--- config.mk ---
export PLATFORM = sky130hd
export DESIGN_NAME = pic_ctrl
export DESIGN_NICKNAME = d
export VERILOG_FILES = /design/src/pic_ctrl.v
export VERILOG_INCLUDE_DIRS = /design/src /design/src/src
export SDC_FILE = /design/constraint.sdc
export NUM_CORES = 1
export LEC_CHECK = 0
export ABC_AREA = 1
export ABC_CLOCK_PERIOD_IN_PS = 7900
export BUFFER_PORTS_ARGS = -buffer_cell sky130_fd_sc_hd__buf_2
export CAP_MARGIN = 20
export CORE_MARGIN = 8
export CORE_UTILIZATION = 40
export DETAILED_ROUTE_END_ITERATION = 16
export GPL_TIMING_DRIVEN = 0
export HOLD_SLACK_MARGIN = 0.1
export MAX_ROUTING_LAYER = met4
export PLACE_DENSITY = 0.72
export SLEW_MARGIN = 20
export SYNTH_ARGS = -nofsm -noshare
export SYNTH_HDL_FRONTEND = slang
export SYNTH_SLANG_ARGS = --single-unit
--- constraint.sdc ---
create_clock -name ref_clk -period 7.9 [get_ports ref_clk]
set_input_delay 0 -clock ref_clk [delete_from_list [all_inputs] [get_ports ref_clk]]
set_output_delay 0 -clock ref_clk [all_outputs]
set_load 0.03 [all_outputs]
--- src/pic_regs.vh ---
// Register offsets, field positions, reset values and timing counts of the interrupt controller
`ifndef PIC_REGS_VH
`define PIC_REGS_VH

// Register offsets (byte addresses on the 8-bit register port)
`define PIC_POSTED0_ADDR   8'hDA
`define PIC_MASK0_ADDR     8'hE0
`define PIC_SWCTL_ADDR     8'hE1
`define PIC_GCTL_ADDR      8'hE2
`define PIC_STATUS_ADDR    8'hE3

// Reset values
`define PIC_POSTED0_RST    8'h00
`define PIC_MASK0_RST      8'h00
`define PIC_SWCTL_RST      8'h00
`define PIC_GCTL_RST       8'h00
`define PIC_GIE_RST        1'b0

// Field positions
`define PIC_SWCTL_EN_BIT   0
`define PIC_GCTL_GIE_BIT   0

// Entry sequence length in CPU clock cycles
`define PIC_ENTRY_CYCLES   4'hD
// Return sequence start count: three pops, then the PC load
`define PIC_RETURN_FROM_INTERRUPT_INSTR_CYCLES    4'h4

// Vector table: vector equals four times the priority number
`define PIC_VEC_STRIDE     4
`define PIC_FIRST_PRIO     1

`endif

--- src/pic_ctrl.v ---
// Prioritized interrupt controller with entry and return sequencer
// Entry, counted from the edge that takes the interrupt (13 down to 1):
//   13  push PC high byte
//   12  push PC low byte
//   11  push the flags image, drop the global enable
//   2   fetch the vector, clear its posted bit, load PC
//   1   release the core
// The core only offers a boundary while no sequence runs, so a take
// always starts from a finished instruction.
//
// Return, counted from the edge that sees the return start (4 down to 0):
//   4..2  pop requests, one per cycle
//   2     flags byte arrives, global enable restored
//   1     PC low byte arrives and is held
//   0     PC high byte arrives, PC loaded, back to idle
// Stack data trails each pop request by one cycle, hence the two-edge
// gap between a request and the capture of its byte.
//
// Limitation: a take wins over a return offered in the same cycle; the
// core never issues both, since the enable is low inside a handler.
//
// Vectors are four times the priority number, upper PC byte zero.
// Bits 6 and 7 of the posted register are sleep and I2C, but I2C ranks
// higher, so the encoder does not simply pick the lowest bit.
//
// The strobed register port was left to the implementer.
`timescale 1ns/1ns
`default_nettype none
`include "pic_regs.vh"

module pic_ctrl #(
  parameter NSRC = 8
) (
  // Clock and reset
  input  wire              ref_clk,
  input  wire              rst,
  // Register port
  input  wire [7:0]        reg_addr,
  input  wire [7:0]        reg_wdata,
  input  wire              reg_wr,
  input  wire              reg_rd,
  output reg  [7:0]        reg_rdata,
  // Interrupt sources, bit 0 supply monitor .. bit 7 I2C
  input  wire [NSRC-1:0]   src_event,
  // Core handshake
  input  wire              instr_done,
  input  wire              return_from_interrupt_instr_start,
  input  wire [7:0]        pc_high_byte,
  input  wire [7:0]        pc_low_byte,
  input  wire [7:0]        pop_data,
  output reg               entry_busy_ff,
  output reg               return_from_interrupt_instr_busy_ff,
  output reg               push_valid_ff,
  output reg  [7:0]        push_data_ff,
  output reg               pop_req_ff,
  output reg               pc_load_ff,
  output reg  [15:0]       pc_value_ff,
  output reg               global_irq_enable_ff,
  output reg               irq_active_ff
);

  // Sequencer states
  localparam ST_IDLE  = 2'd0;
  localparam ST_ENTRY = 2'd1;
  localparam ST_RETURN_FROM_INTERRUPT_INSTR  = 2'd2;

  reg  [1:0]      state_ff;
  reg  [3:0]      cnt_ff;
  reg  [7:0]      posted_ff;
  reg  [7:0]      mask_ff;
  reg             soft_irq_enable_ff;
  reg  [7:0]      vec_ff;
  reg  [2:0]      src_idx_ff;
  reg  [7:0]      flags_ff;
  reg  [7:0]      pcl_pop_ff;
  reg  [7:0]      sync1_ff;
  reg  [7:0]      sync2_ff;
  reg  [7:0]      sync3_ff;

  wire [7:0]      src_sync;
  wire [7:0]      src_rise;
  wire [7:0]      pending;
  wire [2:0]      win_idx;
  wire            win_any;
  wire            take;
  wire            wr_posted;
  wire            vec_fetch;
  wire [7:0]      nxt_posted;
  wire [3:0]      enc;

  // Priority number of a posted bit. Bits 0..5 follow their position;
  // the sleep bit (6) ranks below the I2C bit (7), so the two swap.
  function [4:0] prio_of;
    input [2:0] idx;
    begin
      case (idx)
        3'h6:    prio_of = 5'h08;
        3'h7:    prio_of = 5'h07;
        default: prio_of = {2'b00, idx} + 5'h01;
      endcase
    end
  endfunction

  // Priority encode: lowest priority number wins; bit 3 flags a winner
  function [3:0] prio_enc;
    input [7:0] p;
    integer k;
    reg [4:0] best;
    begin
      prio_enc = 4'h0;
      best     = 5'h1F;
      for (k = 0; k < 8; k = k + 1) begin
        if (p[k] && (prio_of(k[2:0]) < best)) begin
          best     = prio_of(k[2:0]);
          prio_enc = {1'b1, k[2:0]};
        end
      end
    end
  endfunction

  // Address compare shared by every register write decode
  function addr_hit;
    input [7:0] a;
    input [7:0] target;
    begin
      addr_hit = (a == target);
    end
  endfunction

  // Sources may come from blocks on other clocks or from pins, so each
  // passes two flops; a third flop remembers the old level for edge
  // detection. Cost: posting shows three cycles after the source rises.
  always @(posedge ref_clk or posedge rst) begin
    if (rst) begin
      sync1_ff <= 8'h00;
      sync2_ff <= 8'h00;
      sync3_ff <= 8'h00;
    end else begin
      sync1_ff <= src_event[7:0];
      sync2_ff <= sync1_ff;
      sync3_ff <= sync2_ff;
    end
  end

  assign src_sync = sync2_ff;
  assign src_rise = src_sync & ~sync3_ff;

  // Pending is posted and masked; mask leaves posting alone
  assign pending = posted_ff & mask_ff;
  assign enc     = prio_enc(pending);
  assign win_any = enc[3];
  assign win_idx = enc[2:0];

  // Take only at an instruction boundary with global enable set.
  // The highest-ranked pending interrupt left behind by a return is taken at the first
  // boundary after it, before the next normal instruction runs.
  assign take = (state_ff == ST_IDLE) && instr_done && win_any
                && global_irq_enable_ff;

  assign wr_posted = reg_wr && addr_hit(reg_addr, `PIC_POSTED0_ADDR);
  // The vector is fetched at count 2, the cycle that loads PC; the
  // posted bit of that source clears there, not at the take, so a
  // software read in between still shows it posted.
  assign vec_fetch = (state_ff == ST_ENTRY) && (cnt_ff == 4'd2);

  // Posted flags, one flop input per source. Hardware posting is ORed in
  // last, so an event lands even when software or a vector fetch clears
  // the same bit in that cycle; losing an event is worse than a repeat.
  genvar gi;
  generate
    for (gi = 0; gi < 8; gi = gi + 1) begin : g_post
      wire soft_set;
      wire soft_clr;
      wire fetch_clr;
      // Soft enable set: ones post, zeros do nothing
      assign soft_set  = wr_posted && soft_irq_enable_ff && reg_wdata[gi];
      // Soft enable clear: zeros clear, ones do nothing
      assign soft_clr  = wr_posted && !soft_irq_enable_ff && !reg_wdata[gi];
      // Only the source whose vector is fetched loses its flag
      assign fetch_clr = vec_fetch && (src_idx_ff == gi);
      assign nxt_posted[gi] = src_rise[gi] | soft_set
                              | (posted_ff[gi] & ~soft_clr & ~fetch_clr);
    end
  endgenerate

  // Mask and soft enable are plain software bits. Setting a mask bit
  // leaves the posted flag alone, so an event that arrived while masked
  // is taken, once the mask opens, at the first enabled boundary where no higher-ranked source is pending; software that does not want it
  // must clear the posted bit first.
  // Register state and posted flags
  always @(posedge ref_clk or posedge rst) begin
    if (rst) begin
      posted_ff          <= `PIC_POSTED0_RST;
      mask_ff            <= `PIC_MASK0_RST;
      soft_irq_enable_ff <= 1'b0;
    end else begin
      posted_ff <= nxt_posted;
      if (reg_wr && addr_hit(reg_addr, `PIC_MASK0_ADDR)) begin
        mask_ff <= reg_wdata;
      end
      if (reg_wr && addr_hit(reg_addr, `PIC_SWCTL_ADDR)) begin
        soft_irq_enable_ff <= reg_wdata[`PIC_SWCTL_EN_BIT];
      end
    end
  end

  // Register map of this block:
  //   DA  posted flags, read back, write clears or posts per soft enable
  //   E0  source mask, one bit per source
  //   E1  soft enable, bit 0
  //   E2  global enable, bit 0, ignored while a sequence runs
  //   E3  pending status, read only
  // Reads of any other address return zero so a stray probe is harmless.
  // Read data one cycle after the strobe; unmapped reads as zero
  always @(posedge ref_clk or posedge rst) begin
    if (rst) begin
      reg_rdata <= 8'h00;
    end else if (reg_rd) begin
      case (reg_addr)
        `PIC_POSTED0_ADDR: reg_rdata <= posted_ff;
        `PIC_MASK0_ADDR:   reg_rdata <= mask_ff;
        `PIC_SWCTL_ADDR:   reg_rdata <= {7'h00, soft_irq_enable_ff};
        `PIC_GCTL_ADDR:    reg_rdata <= {7'h00, global_irq_enable_ff};
        `PIC_STATUS_ADDR:  reg_rdata <= pending;
        default:           reg_rdata <= 8'h00;
      endcase
    end else begin
      reg_rdata <= 8'h00;
    end
  end

  // Status flops: flags image for the push and the active indication.
  // The flags image lags the enable by one cycle, which is what the
  // push at count 11 needs: it still shows the enable before the drop.
  always @(posedge ref_clk or posedge rst) begin
    if (rst) begin
      flags_ff      <= 8'h00;
      irq_active_ff <= 1'b0;
    end else begin
      flags_ff      <= {7'h00, global_irq_enable_ff};
      irq_active_ff <= win_any && global_irq_enable_ff;
    end
  end

  // Entry and return sequencer; counter runs down from 13 or 4.
  // The push, pop and PC load strobes are registered pulses, cleared by default each cycle and
  // raised only in the count that owns them; a glitch-free handshake
  // matters more than one cycle of latency.
  always @(posedge ref_clk or posedge rst) begin
    if (rst) begin
      state_ff             <= ST_IDLE;
      cnt_ff               <= 4'd0;
      vec_ff               <= 8'h00;
      src_idx_ff           <= 3'd0;
      pcl_pop_ff           <= 8'h00;
      entry_busy_ff        <= 1'b0;
      return_from_interrupt_instr_busy_ff         <= 1'b0;
      push_valid_ff        <= 1'b0;
      push_data_ff         <= 8'h00;
      pop_req_ff           <= 1'b0;
      pc_load_ff           <= 1'b0;
      pc_value_ff          <= 16'h0000;
      global_irq_enable_ff <= `PIC_GIE_RST;
    end else begin
      push_valid_ff <= 1'b0;
      pop_req_ff    <= 1'b0;
      pc_load_ff    <= 1'b0;
      case (state_ff)
        ST_IDLE: begin
          // Software sets or clears the global enable directly
          if (reg_wr && addr_hit(reg_addr, `PIC_GCTL_ADDR)) begin
            global_irq_enable_ff <= reg_wdata[`PIC_GCTL_GIE_BIT];
          end
          if (take) begin
            state_ff      <= ST_ENTRY;
            cnt_ff        <= `PIC_ENTRY_CYCLES;
            entry_busy_ff <= 1'b1;
            src_idx_ff    <= win_idx;
            vec_ff        <= {1'b0, prio_of(win_idx), 2'b00};
          end else if (return_from_interrupt_instr_start) begin
            state_ff     <= ST_RETURN_FROM_INTERRUPT_INSTR;
            cnt_ff       <= `PIC_RETURN_FROM_INTERRUPT_INSTR_CYCLES;
            return_from_interrupt_instr_busy_ff <= 1'b1;
          end
        end
        ST_ENTRY: begin
          cnt_ff <= cnt_ff - 4'd1;
          case (cnt_ff)
            // First push: return address, high byte
            4'd13: begin
              push_valid_ff <= 1'b1;
              push_data_ff  <= pc_high_byte;
            end
            // Second push: return address, low byte
            4'd12: begin
              push_valid_ff <= 1'b1;
              push_data_ff  <= pc_low_byte;
            end
            // Third push carries the old enable; the enable drops with it
            4'd11: begin
              push_valid_ff        <= 1'b1;
              push_data_ff         <= flags_ff;
              global_irq_enable_ff <= 1'b0;
            end
            // Vector goes to PC low, PC high forced to zero
            4'd2: begin
              pc_value_ff <= {8'h00, vec_ff};
              pc_load_ff  <= 1'b1;
            end
            // Hand the core back
            4'd1: begin
              state_ff      <= ST_IDLE;
              entry_busy_ff <= 1'b0;
            end
            default: begin
              cnt_ff <= cnt_ff - 4'd1;
            end
          endcase
        end
        ST_RETURN_FROM_INTERRUPT_INSTR: begin
          cnt_ff     <= cnt_ff - 4'd1;
          // One pop per cycle at counts 4, 3 and 2
          pop_req_ff <= (cnt_ff >= 4'd2);
          case (cnt_ff)
            // Flags byte: restores the global enable
            4'd2: begin
              global_irq_enable_ff <= pop_data[`PIC_GCTL_GIE_BIT];
            end
            // PC low byte, held until the high byte arrives
            4'd1: begin
              pcl_pop_ff <= pop_data;
            end
            // PC high byte: load the full return address
            4'd0: begin
              pc_value_ff  <= {pop_data, pcl_pop_ff};
              pc_load_ff   <= 1'b1;
              state_ff     <= ST_IDLE;
              return_from_interrupt_instr_busy_ff <= 1'b0;
            end
            default: begin
              cnt_ff <= cnt_ff - 4'd1;
            end
          endcase
        end
        default: begin
          state_ff <= ST_IDLE;
        end
      endcase
    end
  end

endmodule // pic_ctrl
`default_nettype wire

# Word-level counts from Yosys, hierarchy flattened
# Index checks and enable logic that the tools add are counted.
# totals
elab_cells,232
output_inout_bits,39
reg_bits,103
inputBits,54
# op_classes
reduce_logical,71
n_eq_ne,31
n_addsub,2
magnitude_cmp,8
bitwise,51
mux,47
# op_table
cell,n
$logic_and 1x1->1,42
$eq 8x8->1 const B,5
$mux 4,10
$pmux 8 s5,1
$mux 5,7
$mux 16,2
$pmux 16 s2,1
$pmux 8 s3,1
$lt 3x5->1 const A,4
$eq 3x3->1 const B,6
$and 1x1->1,16
$and 8x8->8,2
$not 1->1,16
$or 1x1->1,16
$pmux 4 s2,2
$mux 1,13
$eq 4x4->1 const B,3
$lt 2x5->1 const A,2
$ne 2x1->1 const B,5
$logic_not 1->1,9
$reduce_and 3->1,3
$mux 2,4
$mux 8,1
$ne 2x2->1 const B,4
other kinds (24),35

# Depth between registers and ports, before layout
# depth
depth_word,27
ltp_mapped,12
ltp_nobuf,12

# Worst setup path after synthesis
# Ideal clock, no wire load.
# synth_path
path_kind,reg-to-reg
start,register cnt_ff[0]
end,register pc_value_ff[10]
path_stages_with_launch,9
slack_ps,6227
n_path_buf,2
period_less_slack_ps,1673
setup_time_ps,95
required_time_ps,7805
arrival_time_ps,1577
path_cell_list,dfrtp_1 -> inv_1 -> ha_1 -> buf_2 -> nand2_1 -> o21ai_1 -> nand2_2 -> buf_2 -> o31ai_1
# synth_via
elab_chain_len,3
word_cells_on_any_way,5
cone_classes,3 x eq/ne; 2 x reduce/logical
# synth_lines
item,line,source
"start, declared",pic_ctrl.v:68,reg [3:0] cnt_ff;
"start signal, assigned",pic_ctrl.v:276,cnt_ff <= `PIC_ENTRY_CYCLES;
"start signal, assigned",pic_ctrl.v:282,cnt_ff <= `PIC_RETURN_FROM_INTERRUPT_INSTR_CYCLES;
"start signal, assigned",pic_ctrl.v:287,cnt_ff <= cnt_ff - 4'd1;
$eq 4x2->1 / $logic_not 4->1 (equally long branches),"pic_ctrl.v:288, pic_ctrl.v:324",
$ne 2x1->1 (no line),--,
$reduce_and 3->1 (no line) (*),--,
"end signal, assigned",pic_ctrl.v:307,"pc_value_ff <= {8'h00, vec_ff};"
"end signal, assigned",pic_ctrl.v:335,"pc_value_ff <= {pop_data, pcl_pop_ff};"
"end, declared",pic_ctrl.v:57,"output reg [15:0] pc_value_ff,"
# Mark *: on every way between the ends. The rest lies on a longest branch, timed or not.
# A chain may end at the register's enable or synchronous reset.

# Worst setup path in the final report
# layout_path
start,register cnt_ff[0]
end,register push_data_ff[1]
# layout_via
elab_chain_len,3
word_cells_on_any_way,6
cone_classes,3 x eq/ne; 1 x mux; 2 x reduce/logical
# layout_lines
item,line,source
$eq 4x4->1,pic_ctrl.v:288,case (cnt_ff)
$reduce_bool 3->1 (no line),--,
$reduce_and 2->1 (no line),--,
"end signal, assigned",pic_ctrl.v:292,push_data_ff <= pc_high_byte;
"end signal, assigned",pic_ctrl.v:297,push_data_ff <= pc_low_byte;
"end signal, assigned",pic_ctrl.v:302,push_data_ff <= flags_ff;
"end, declared",pic_ctrl.v:54,"output reg [7:0] push_data_ff,"
# Parallel ways exist; a longest one is shown, timed or not.

==> results.json <==
{
  "holdPathStages": 6,
  "clock_power_share": 0.250,
  "synth_fp_nets": 609,
  "ant_nets": 0,
  "p_seq_frac": 0.404,
  "tightest_slew_ps": 559,
  "rrSetupSlack_ps": 5580,
  "startpoint_type": "register",
  "whs_ps": 149,
  "synth_area_leaders": "dfrtp_1 54%, nand2_1 13%, inv_1 5.1%, nand3_1 4.7%, ha_1 2.6%",
  "fin_crit_ps": 2320,
  "slew_headroom": 0.628,
  "worst_slack_ps": 5580,
  "p_comb_frac": 0.345,
  "synth_ff_type": "dfrtp_1",
  "postCtsSetupRepairBufs": 0,
  "io_pins": 93,
  "syn_inst": 545,
  "clk_pin_slew_ps": 70,
  "nets": 759,
  "power.share.switching": 0.389,
  "final-hold-violation-count": 0,
  "hold_class": "in2reg",
  "grt_antenna_before_repair": 0,
  "register_area_sq_um": 2550,
  "route.detailed.drc": 0,
  "yosysTopAreaCellShare": 0.537,
  "track_usage": 0.163,
  "hold_end": "reg_rdata[5]",
  "rsz0062_at_grt": "no",
  "layout-drive-gt1-share": 0.219,
  "netlist_area_sq_um": 4760,
  "path_class": "reg2reg",
  "arrival_ps": 2600,
  "synth_area_leader_cell": "dfrtp_1",
  "async_flop_share": 1.00,
  "synth.distinct_cells": 40,
  "synth.avg_cell_area_sq_um": 8.73,
  "routed_wl_um": 12000,
  "start_util": 0.403,
  "dpl.hpwl_um": 8580,
  "finalClockSkew_ps": 6.36,
  "powerDensity_nw_per_um2": 276,
  "setup_viol_count_final": 0,
  "dr.pass1.iters": 4,
  "power.total_mw": 1.71,
  "fmaxAchievable_mhz": 432,
  "fin_util": 0.524,
  "grt_max_degree": 63,
  "ir_worst_vdd_uv": 111,
  "place_congestion": 0.856,
  "drv_cap": 0,
  "cts_root_buf": "clkbuf_16",
  "internal_power_mw": 1.04,
  "rr_startpoint": "cnt_ff[0]",
  "crit_path_end_kind": "register",
  "grt_overflow_total": 0,
  "r2r-end": "push_data_ff[1]",
  "fp.coreArea_sq_um": 11800,
  "pre_cts_slack_ps": 5880,
  "routedWlPerCell_um": 14.2,
  "clkLatencyLatePin_ps": 350,
  "cts_tree": "done",
  "multi_input_area_sq_um": 1850,
  "status": "finished clean",
  "cts_buffers": 9,
  "period_share": 0.293,
  "worstHoldStart": "reg_addr[4]",
  "seq_area_frac_synth": 0.537,
  "synth_edf_count": 0,
  "antenna_cells": 0,
  "row_count": 40,
  "switchingPower_uw": 664,
  "h-tree-depth": 3,
  "port_buffers": 91,
  "grt_pass1_vias": 4324,
  "drt-vias-per-instance": 4.95,
  "syn2layout_area_growth_pct": 30.0,
  "slew_viol_final": 0,
  "cts.sinks": 102,
  "leakage_nw": 3.17,
  "die_h_um": 125,
  "dieArea_sq_um": 15600,
  "die_w_um": 125,
  "crit_fanout": 10,
  "ys_seq_elements": 102,
  "vias": 4194,
  "grt_pass1_wl_um": 20700,
  "cts_resized": 0,
  "required_ps": 8190,
  "n_fill_cell": 1080,
  "ys.warnings.count": 0,
  "finalSetupTns_ps": 0,
  "clk_path_buf_depth": 2,
  "ff2ff_path_depth": 12,
  "drt_iter0_drc": 322
}
==> what timing repair did <==
action | CTS | global route
hold endpoints to repair | 161 | 0
endpoints found under the setup margin | 0 | 0
hold buffers | 47 | 0
==> metal layers <==
layer  routed length [um]  global-route usage  vias up  share of wire
met4                  171              0.0609        0          0.014
li1                     -                   -     2076              -
met1                 5740               0.206     2001           0.48
met2                 5530               0.254      104           0.46
met5                    0                   -        -              0
met3                  594              0.0348       13          0.049
==> power by group through the flow <==
stage	sequential [mW]	combinational, mW	clock (mW)
finish	0.691	0.589	0.428
global route	0.706	0.661	0.457
CTS	0.691	0.591	0.436
detailed placement	0.701	0.568	0
global placement	0.698	0.554	0
floorplan	0.779	0.317	0
==> cells by family after synthesis <==
| family | Yosys count | share of synthesized area |
|---|---|---|
| adders and majority gates | 10 | 0.0263 |
| AOI/OAI and AO/OA | 73 | 0.0968 |
| DFF | 102 | 0.537 |
| buffers and inverters | 83 | 0.0742 |
| and+or+nand+nor | 276 | 0.264 |
| xor gates and xnor gates | 1 | 0.00184 |
==> Yosys cell counts (all sizes together), types with 2 or more instances <==
master    n
o31ai     8
or2       2
nand3    48
a31oi    13
nor3      6
dfrtp   102
nor2     28
nand2   170
o21ai    33
inv      69
nand4    18
a21oi    12
clkbuf    3
o22ai     4
a21boi    2
ha       10
buf      10
==> flip-flops by register name (all words and copies together) (netlist names), 2 cells and up <==
signal        count
push_data_ff      8
cnt_ff            4
state_ff          2
vec_ff            4
reg_rdata         8
src_idx_ff        3
pcl_pop_ff        8
posted_ff         8
sync1_ff          8
mask_ff           8
sync3_ff          8
pc_value_ff      16
src_sync          8
==> cells in the final DEF (no fill, tap or decap), types with 8 or more instances in the layout <==
cell type and count:
nor2_1 24, inv_1 64, a31oi_1 11, nand3_1 45
nand4_1 18, a21oi_1 11, clkbuf_16 9, o21ai_2 8
dfrtp_1 102, dlygate4sd3_1 47, buf_2 96, o31ai_1 8
ha_1 10, o21ai_0 17, o21ai_1 8, nand2_1 165
==> how the worst max path moves through the flow <==
stage          slack [ps]         endpoint       from
6_report             5580  push_data_ff[1]  cnt_ff[0]
5_1_grt              5440  push_data_ff[1]  cnt_ff[0]
4_1_cts              5580  push_data_ff[1]  cnt_ff[0]
3_5_place_dp         5880  pc_value_ff[11]  cnt_ff[0]
3_3_place_gp         4050    entry_busy_ff        rst
2_1_floorplan        5220        cnt_ff[0]        rst
==> worst max-delay path, stage by stage (launching register included) <==
cell and delay, ps:
dfrtp_1 420, inv_1 150, ha_1 190, nand3_1 100, and2_1 190, buf_6 140, nand2_2 70, nand2_4 60
clkinv_4 80, buf_8 130, nor2_2 40, a31oi_2 120, dlygate4sd3_1 560
==> layout make-up <==
cell class              instances  share of cell area
clock inverters                 6             0.00728
flip-flops and latches        102               0.413
plain buffers                  13              0.0138
multi-input cells             360               0.299
clock buffers                  10              0.0386
repair buffers                139               0.154
inverters                      70              0.0441
well taps                     147              0.0297
==> through the flow <==
stage | instance area, sq um | std cells
after floorplan | 4760 | 545
after global placement | 5400 | 783
after detailed placement | 5430 | 784
after CTS | 6180 | 847
after global routing | 6180 | 847
final | 6180 | 847
Note: power is estimated with default switching activity, not from simulation.
